==> config.mk <==
export PLATFORM = sky130hd
export DESIGN_NAME = wes_top
export DESIGN_NICKNAME = d
export VERILOG_FILES = /design/src/include/wes_pkg.sv /design/src/verilog/wes_top.sv /design/src/verilog/wes_event_latch.sv
export SDC_FILE = /design/constraint.sdc
export NUM_CORES = 1
export LEC_CHECK = 0
export ABC_AREA = 1
export BUFFER_PORTS_ARGS = -buffer_cell sky130_fd_sc_hd__buf_4
export CAP_MARGIN = 40
export CELL_PAD_IN_SITES_DETAIL_PLACEMENT = 0
export CELL_PAD_IN_SITES_GLOBAL_PLACEMENT = 1
export CORE_MARGIN = 8
export CORE_UTILIZATION = 40
export CTS_CLUSTER_SIZE = 24
export DETAILED_ROUTE_END_ITERATION = 16
export GPL_ROUTABILITY_DRIVEN = 1
export PLACE_DENSITY_LB_ADDON = 0.1
export SETUP_SLACK_MARGIN = 0.5
export SLEW_MARGIN = 20
export SYNTH_ARGS = -nofsm -noshare
export SYNTH_HDL_FRONTEND = slang
export SYNTH_SLANG_ARGS = --single-unit
==> constraint.sdc <==
create_clock -name clk -period 3 [get_ports clk]
set_clock_uncertainty 0.15 [all_clocks]
set_input_delay 0.3 -clock clk [delete_from_list [all_inputs] [get_ports clk]]
set_output_delay 0.3 -clock clk [all_outputs]
set_load 0.03 [all_outputs]
==> src/include/wes_pkg.sv <==
// Package for the wake event status latches: register offsets, bit
// positions, reset values and the structs that carry bus and pin groups.
// Assumes an 8-bit register port and synchronous wake source inputs.
package wes_pkg;

  // Register offsets on the plain register port.
  localparam logic [7:0] WES_OFF_ENABLE_ONE = 8'hB0;
  localparam logic [7:0] WES_OFF_ENABLE_TWO = 8'hB1;
  localparam logic [7:0] WES_OFF_STATUS_ONE = 8'hB2;
  localparam logic [7:0] WES_OFF_STATUS_TWO = 8'hB3;
  localparam logic [7:0] WES_OFF_IRQ_STATUS = 8'hB4;
  localparam logic [7:0] WES_OFF_IRQ_MASK = 8'hB5;

  // Reset values.
  localparam logic [7:0] WES_RST_ENABLE_ONE = 8'h00;
  localparam logic [7:0] WES_RST_ENABLE_TWO = 8'h80;
  localparam logic [7:0] WES_RST_STATUS = 8'h00;
  localparam logic [7:0] WES_RST_IRQ = 8'h00;

  // Writable bits of the second enable register; the rest read as zero.
  localparam logic [7:0] WES_ENABLE_TWO_MASK = 8'hAB;

  // Bit positions in the first status register.
  localparam int WES_S1_RING_ONE = 0;
  localparam int WES_S1_RING_TWO = 1;
  localparam int WES_S1_KBD_CLK = 2;
  localparam int WES_S1_MOUSE_CLK = 3;
  localparam int WES_S1_GROUP_ONE = 4;
  localparam int WES_S1_GROUP_TWO = 5;
  localparam int WES_S1_IR_TWO = 6;
  localparam int WES_S1_RTC_ALARM = 7;

  // Bit positions in the second status register.
  localparam int WES_S2_RX_ONE = 0;
  localparam int WES_S2_RX_TWO = 1;
  localparam int WES_S2_BUTTON = 2;
  localparam int WES_S2_RING_PIN = 3;
  localparam int WES_S2_CIR = 5;

  // Bits of the first status register that latch and clear on read.
  localparam logic [7:0] WES_S1_LATCH_MASK = 8'hCF;
  // Implemented bits of the second status register.
  localparam logic [7:0] WES_S2_LATCH_MASK = 8'h2F;
  // Bits of the second status register that may request power on.
  localparam logic [7:0] WES_S2_WAKE_MASK = 8'h2B;

  // Bit positions in the interrupt status and mask registers.
  localparam int WES_IRQ_LATCH_ONE = 0;
  localparam int WES_IRQ_LATCH_TWO = 1;
  localparam int WES_IRQ_BUTTON = 2;
  localparam int WES_IRQ_POWER_ON = 3;
  localparam logic [7:0] WES_IRQ_IMPL_MASK = 8'h0F;

  // One register port request.
  typedef struct packed {
    logic [7:0] addr;
    logic [7:0] wdata;
    logic wr;
    logic rd;
  } wes_bus_req_t;

  // Wake source pins and internal event signals.
  typedef struct packed {
    logic ring_one_pin;
    logic ring_two_pin;
    logic keyboard_clock_pin;
    logic mouse_clock_pin;
    logic infrared_input_two_pin;
    logic rtc_alarm;
    logic group_irq_one;
    logic group_irq_two;
    logic serial_rx_one_pin;
    logic serial_rx_two_pin;
    logic ring_input_n;
    logic cir_wake;
    logic button_press;
  } wes_src_t;

endpackage : wes_pkg

==> src/verilog/wes_top.sv <==
// Wake event status latches: two status registers recording wake sources,
// the wake enables, a power-on request and a maskable interrupt.
// Assumes a one-cycle register port and inputs synchronous to clk.
// Functional notes
// - A status bit reads one after its event, zero since last cleared.
// - Latched status bits reset to zero; status one bits 4 and 5 follow the group lines.
// - Status one bit 0 latches ring one falling edge, clears on read.
// - Status one bit 1 latches ring two falling edge, clears on read.
// - Bits 2 and 3 latch keyboard and mouse clock falls, read-clear.
// - Status one bit 6 latches infrared two falling edge, read-clear.
// - Status one bit 7 latches the alarm signal, clears on read.
// - Bits 4 and 5 show live group interrupts; reads never clear them.
// - Status two bits 0 and 1 latch serial receive falls, read-clear.
// - Status two bit 3 latches ring input assertion, clears on read.
// - Status two bit 5 latches consumer infrared wake, read-clear.
// - Status two bit 2 latches button press; never requests power.
// - Enabled latched ring and infrared events assert power-on low.
// - A source reaches power-on only when its enable bit is one.
`timescale 1ns/100ps

module wes_top
  import wes_pkg::*;
(
  input wire logic clk,
  input wire logic rst_n,
  input wire wes_bus_req_t bus_req,
  input wire wes_src_t wake_src,
  output logic [7:0] rdata_reg,
  output logic power_on_request_n,
  output logic irq_reg
);

  // Latch outputs and their event pulses.
  logic [4:0] fall_one_sts;
  logic [4:0] fall_one_fired;
  logic [0:0] alarm_sts;
  logic [0:0] alarm_fired;
  logic [2:0] fall_two_sts;
  logic [2:0] fall_two_fired;
  logic [1:0] level_two_sts;
  logic [1:0] level_two_fired;

  // Register state.
  logic [7:0] enable_one_reg;
  logic [7:0] enable_two_reg;
  logic [7:0] irq_status_reg;
  logic [7:0] irq_mask_reg;
  logic power_on_req_n_reg;

  // Assembled views and decode.
  logic [7:0] status_one;
  logic [7:0] status_two;
  logic [7:0] clear_one;
  logic [7:0] clear_two;
  logic [7:0] wake_hits;
  logic [7:0] irq_events;
  logic [7:0] rdata_next;
  logic power_on_next_n;
  logic rd_status_one;
  logic rd_status_two;

  assign rd_status_one = bus_req.rd && (bus_req.addr == WES_OFF_STATUS_ONE);
  assign rd_status_two = bus_req.rd && (bus_req.addr == WES_OFF_STATUS_TWO);

  // Falling edges on ring, keyboard, mouse and infrared pins.
  wes_event_latch #(
    .N(5),
    .FALL(1'b1)
  ) u_fall_one (
    .clk(clk),
    .rst_n(rst_n),
    .src({wake_src.infrared_input_two_pin, wake_src.mouse_clock_pin,
          wake_src.keyboard_clock_pin, wake_src.ring_two_pin,
          wake_src.ring_one_pin}),
    .clr({clear_one[WES_S1_IR_TWO], clear_one[WES_S1_MOUSE_CLK],
          clear_one[WES_S1_KBD_CLK], clear_one[WES_S1_RING_TWO],
          clear_one[WES_S1_RING_ONE]}),
    .fired(fall_one_fired),
    .status_reg(fall_one_sts)
  );

  // The alarm is a level from the clock block, caught while high.
  wes_event_latch #(
    .N(1),
    .FALL(1'b0)
  ) u_alarm (
    .clk(clk),
    .rst_n(rst_n),
    .src(wake_src.rtc_alarm),
    .clr(clear_one[WES_S1_RTC_ALARM]),
    .fired(alarm_fired),
    .status_reg(alarm_sts)
  );

  // Falling edges on both receive pins and on the active-low ring input.
  wes_event_latch #(
    .N(3),
    .FALL(1'b1)
  ) u_fall_two (
    .clk(clk),
    .rst_n(rst_n),
    .src({wake_src.ring_input_n, wake_src.serial_rx_two_pin,
          wake_src.serial_rx_one_pin}),
    .clr({clear_two[WES_S2_RING_PIN], clear_two[WES_S2_RX_TWO],
          clear_two[WES_S2_RX_ONE]}),
    .fired(fall_two_fired),
    .status_reg(fall_two_sts)
  );

  // Consumer infrared wake and button press arrive as high levels.
  wes_event_latch #(
    .N(2),
    .FALL(1'b0)
  ) u_level_two (
    .clk(clk),
    .rst_n(rst_n),
    .src({wake_src.cir_wake, wake_src.button_press}),
    .clr({clear_two[WES_S2_CIR], clear_two[WES_S2_BUTTON]}),
    .fired(level_two_fired),
    .status_reg(level_two_sts)
  );

  // First status view: latched bits plus the two live group interrupts.
  always_comb
  begin
    status_one = WES_RST_STATUS;
    status_one[WES_S1_RING_ONE] = fall_one_sts[0];
    status_one[WES_S1_RING_TWO] = fall_one_sts[1];
    status_one[WES_S1_KBD_CLK] = fall_one_sts[2];
    status_one[WES_S1_MOUSE_CLK] = fall_one_sts[3];
    status_one[WES_S1_GROUP_ONE] = wake_src.group_irq_one;
    status_one[WES_S1_GROUP_TWO] = wake_src.group_irq_two;
    status_one[WES_S1_IR_TWO] = fall_one_sts[4];
    status_one[WES_S1_RTC_ALARM] = alarm_sts[0];
  end

  // Second status view; unused positions stay zero.
  always_comb
  begin
    status_two = WES_RST_STATUS;
    status_two[WES_S2_RX_ONE] = fall_two_sts[0];
    status_two[WES_S2_RX_TWO] = fall_two_sts[1];
    status_two[WES_S2_RING_PIN] = fall_two_sts[2];
    status_two[WES_S2_BUTTON] = level_two_sts[0];
    status_two[WES_S2_CIR] = level_two_sts[1];
  end

  // Clear only what this read returns; live bits are never cleared.
  assign clear_one = rd_status_one ? (status_one & WES_S1_LATCH_MASK)
                                   : 8'h00;
  assign clear_two = rd_status_two ? (status_two & WES_S2_LATCH_MASK)
                                   : 8'h00;

  // Enabled sources; the button bit is left out of the wake mask.
  assign wake_hits = (status_one & enable_one_reg)
                   | (status_two & enable_two_reg & WES_S2_WAKE_MASK);
  assign power_on_next_n = ~|wake_hits;

  // Power-on request is registered so the pin never glitches.
  always_ff @(posedge clk or negedge rst_n)
  begin
    if (!rst_n)
      power_on_req_n_reg <= 1'b1;
    else
      power_on_req_n_reg <= power_on_next_n;
  end

  assign power_on_request_n = power_on_req_n_reg;

  // First enable register, all eight sources writable.
  always_ff @(posedge clk or negedge rst_n)
  begin
    if (!rst_n)
      enable_one_reg <= WES_RST_ENABLE_ONE;
    else if (bus_req.wr && bus_req.addr == WES_OFF_ENABLE_ONE)
      enable_one_reg <= bus_req.wdata;
  end

  // Second enable register; reserved bits are held at zero.
  always_ff @(posedge clk or negedge rst_n)
  begin
    if (!rst_n)
      enable_two_reg <= WES_RST_ENABLE_TWO;
    else if (bus_req.wr && bus_req.addr == WES_OFF_ENABLE_TWO)
      enable_two_reg <= bus_req.wdata & WES_ENABLE_TWO_MASK;
  end

  // Interrupt sources: new latched wakes, button, power request edge.
  always_comb
  begin
    irq_events = 8'h00;
    irq_events[WES_IRQ_LATCH_ONE] = |fall_one_fired | alarm_fired[0];
    irq_events[WES_IRQ_LATCH_TWO] = |fall_two_fired | level_two_fired[1];
    irq_events[WES_IRQ_BUTTON] = level_two_fired[0];
    irq_events[WES_IRQ_POWER_ON] = power_on_req_n_reg & ~power_on_next_n;
  end

  // Sticky interrupt status, write one to clear; a new event wins.
  always_ff @(posedge clk or negedge rst_n)
  begin
    if (!rst_n)
      irq_status_reg <= WES_RST_IRQ;
    else if (bus_req.wr && bus_req.addr == WES_OFF_IRQ_STATUS)
      irq_status_reg <= irq_events | (irq_status_reg & ~bus_req.wdata);
    else
      irq_status_reg <= irq_events | irq_status_reg;
  end

  // Interrupt mask, one enables the matching status bit.
  always_ff @(posedge clk or negedge rst_n)
  begin
    if (!rst_n)
      irq_mask_reg <= WES_RST_IRQ;
    else if (bus_req.wr && bus_req.addr == WES_OFF_IRQ_MASK)
      irq_mask_reg <= bus_req.wdata & WES_IRQ_IMPL_MASK;
  end

  // Level interrupt, one cycle behind status to keep the output a flop.
  always_ff @(posedge clk or negedge rst_n)
  begin
    if (!rst_n)
      irq_reg <= 1'b0;
    else
      irq_reg <= |(irq_status_reg & irq_mask_reg);
  end

  // Read mux; unmapped offsets and idle cycles return zero.
  always_comb
  begin
    rdata_next = 8'h00;
    if (bus_req.rd)
    begin
      case (bus_req.addr)
        WES_OFF_ENABLE_ONE: rdata_next = enable_one_reg;
        WES_OFF_ENABLE_TWO: rdata_next = enable_two_reg;
        WES_OFF_STATUS_ONE: rdata_next = status_one;
        WES_OFF_STATUS_TWO: rdata_next = status_two;
        WES_OFF_IRQ_STATUS: rdata_next = irq_status_reg;
        WES_OFF_IRQ_MASK: rdata_next = irq_mask_reg;
        default: rdata_next = 8'h00;
      endcase
    end
  end

  // Read data stand only in the cycle after the strobe.
  always_ff @(posedge clk or negedge rst_n)
  begin
    if (!rst_n)
      rdata_reg <= 8'h00;
    else
      rdata_reg <= rdata_next;
  end
endmodule : wes_top

==> src/verilog/wes_event_latch.sv <==
// Vector of sticky event latches with priority of set over clear.
// Assumes sources are synchronous to clk and clr comes from a read.
`timescale 1ns/100ps

module wes_event_latch
  import wes_pkg::*;
#(
  parameter int N = 1,
  parameter bit FALL = 1'b1
)
(
  input wire logic clk,
  input wire logic rst_n,
  input wire logic [N-1:0] src,
  input wire logic [N-1:0] clr,
  output logic [N-1:0] fired,
  output logic [N-1:0] status_reg
);

  logic [N-1:0] prev_reg;

  // A zero-width latch vector cannot be built.
  if (N < 1)
  begin : g_bad_width
    $error("wes_event_latch needs N of at least one");
  end

  // Previous sample; idle level of the monitored pins is high.
  always_ff @(posedge clk or negedge rst_n)
  begin
    if (!rst_n)
      prev_reg <= '1;
    else
      prev_reg <= src;
  end

  // Falling edge or plain high level, as chosen at elaboration.
  assign fired = FALL ? (prev_reg & ~src) : src;

  // A new event in the clear cycle survives, so no wake is lost.
  always_ff @(posedge clk or negedge rst_n)
  begin
    if (!rst_n)
      status_reg <= '0;
    else
      status_reg <= fired | (status_reg & ~clr);
  end

endmodule : wes_event_latch

==> out/qor.yml <==
worst_setup_path:
  worstPathArrival_ns: 1.58
  crit_chain: "buf_4, inv_1, nand2_2, nor2_8, nand2_4, nor2_4, nand2_1, o21a_1"
  critPathMaxFanout: 33
  crit_required_ns: 3.05
  critPathSlowestCell: "nor2_8"
  critPathLaunch: "bus_req[16]"
  crit_type: "in -> reg"
  crit_family: "simple AND/OR/NAND/NOR gates"
  end_kind: "flop"
  max_stage_delay_ns: 0.39
  cp_num_buf_inv: 2
  r2r-start: "u_level_two.status_reg[1]$_DFF_PN0_"
  critPathLaunchType: "input pin"
final_layout:
  nNetsFinal: 387
  register_area_um2: 1364
  n_fill_cell: 627
  area_delta_synth_final_pct: 21.19
  multi_input_area_um2: 1002
  drive_above_1_share_pct: 23.66
  final_cell_mix: "nand2_1, dfrtp_1, buf_4, inv_1, nand3_1"
  n_antenna_cell: 0
  layout_commonest_cell: "nand2_1"
  utilization_pct: 49.47
  design_area_um2: 3105
floorplanning:
  dieArea_um2: 9224
  start_util_pct: 40.82
  pin_count: 43
  core_um2: 6277
  die_w_um: 96.04
  die_h_um: 96.04
  row_count: 29
detailed_routing:
  vias_per_cell: 4.933
  firstDrtPassIters: 4
  wl_met3_um: 401
  totalWireLength_um: 6450
  highest_layer: "met4"
  drc: 0
  wire_per_inst_um: 14.93
  drtIter0Drc: 152
  vias: 2131
  drt-met1-wl_um: 3007
  ant_nets: 0
  wl_met2_um: 2995
sta:
  maxSlewViolCount: 0
  setup_violations: 0
  period_minus_slack_ns: 1.534
  timing.final.crit_share_pct: 51.14
  relSlewSlack_pct: 54.75
  fmax_mhz: 651.8
  hold_viol: 0
  worst_pin_slew_ns: 0.6788
  finalSetupTns_ns: 0
  worst_slack_ns: 1.466
  rsz0062_at_grt: "no"
power_and_ir_drop:
  powerDensity_nw_per_um2: 419.3
  power_mw: 1.302
  switching_share_pct: 24.82
  power_frac_seq_pct: 59.0
  clockPowerShare_pct: 30.4
  p_int_mw: 0.9789
  power_switching_mw: 0.3231
  comb_power_share_pct: 10.6
  power.leakage_nw: 1.571
  ir_drop_mv: 0.2049
yosys:
  synth_top_area_cell: "dfrtp_1"
  ys_types: 26
  yosys-top-cells-area: "dfrtp_1, nand2_1, dfstp_2, nand3_1, inv_1"
  synthCells: 302
  ys_warn_count: 0
  synth_area_um2: 2562
  yosysSeqAreaShare_pct: 53.22
  avgSynthCellArea_um2: 8.485
  syn-num-nets: 335
  yosys.area.top_type_share_pct: 42.97
  ys_seq_elements: 54
clock_tree:
  htreeDepth: 2
  cts_tree: "yes"
  insertion_delay_ns: 0.30
  cts-resized-gates: 0
  cts_hold_buf: 9
  post_cts_buffers: 0
  clock_sinks: 54
  clkTransAtPathRegs_ns: 0.09
  cts_root_buf: "clkbuf_8"
  cts_buffers: 5
  cts_buffer_depth: 2
worst_hold_path:
  hp-start: "bus_req[8]"
  hold_class: "in -> reg"
outcome:
  status: "finished, final reports clean"
place:
  dp_slack_ns: 1.158
  hpwlAfterDp_um: 4852
  place_area_um2: 2932
  gp_congestion: 0.8743
  io_buffers: 42
grt:
  grt-ovfl-total: 0
  grt_max_degree: 55
  track_usage_pct: 14.94
  antenna_found_initial: 0
  grt_pass1_vias: 2146
  grt_pass1_wl_um: 10650
run:
  maxCapViolCount: 0
power by group through the flow:
stage / logic [mW] / clock network [mW] / registers (mW)
after floorplan: 0.0585 / 0 / 0.782
after global placement: 0.132 / 0 / 0.782
after detailed placement: 0.132 / 0 / 0.782
after CTS: 0.142 / 0.407 / 0.768
after global routing: 0.156 / 0.437 / 0.771
final: 0.138 / 0.396 / 0.768
worst register-to-register path, cell delays in order, from the launching register on:
cell	delay, ns
dfrtp_1	0.41
nand2_1	0.10
nand3_1	0.10
nor2_1	0.14
nand4_1	0.14
nand2_1	0.08
nand2_1	0.04
stage by stage:
stage	std cells	hold WS [ns]
6_report	432	0.03701
5_1_grt	432	0.02869
4_1_cts	432	0.02765
3_5_place_dp	415	0.2372
3_3_place_gp	415	0.2423
2_1_floorplan	302	-0.1456
logic make-up (layout without fill, tap and decap cells):
family / count (synthesis) / count (layout) / synth area share [%]
compound gates: 50 / 50 / 10.79
buf+inv: 47 / 100 / 7.666
simple gates: 151 / 151 / 28.32
flops: 54 / 54 / 53.22
path summary, 6_finish.rpt:
kind,end,slack (ns),depth (start not counted)
worst max-delay path,enable_one_reg[2]$_DFFE_PN0P_,1.47,8
max in group asynchronous,rdata_reg[4]$_DFF_PN0_,1.82,2
worst max register to register,irq_status_reg[3]$_DFF_PN0_,1.73,6
worst min-delay path,irq_status_reg[6]$_DFFE_PN0P_,0.04,2
min in group asynchronous,u_fall_two.status_reg[1]$_DFF_PN0_,0.42,2
worst min register to register,enable_two_reg[7]$_DFFE_PN1P_,0.33,2
per-layer routing:
layer	up-vias	track usage (%)
li1	1068	-
met1	1013	20.09
met2	45	23.27
met3	5	3.900
met4	0	3.841
met5	-	0
synth_stat cells:
master     count
nand2_1       78
nand2_2        8
nand4_1        2
a21boi_0       3
o21ai_1        6
nor2_2         3
buf_2          1
o21a_1         3
o2111ai_1      1
a21oi_1        5
nor2_1        16
clkbuf_1       1
dfstp_2       10
buf_6          1
o22ai_1        4
buf_4          3
dfrtp_1       44
nor3_1         1
o21ai_0       27
o21bai_1       1
nand3_1       33
inv_1         36
nand2_4        2
nor2_8         1
nor2_4         7
inv_2          5
final cells by class:
cell class,count,area share [%]
Timing Repair Buffer,51,13.05
Clock buffer,7,2.458
Tap cell,77,3.102
Inverter,41,4.956
Clock inverter,1,0.2417
Sequential cell,54,43.92
Multi-Input combinational cell,201,32.27
No activity file was read; power rests on OpenSTA's default activity.
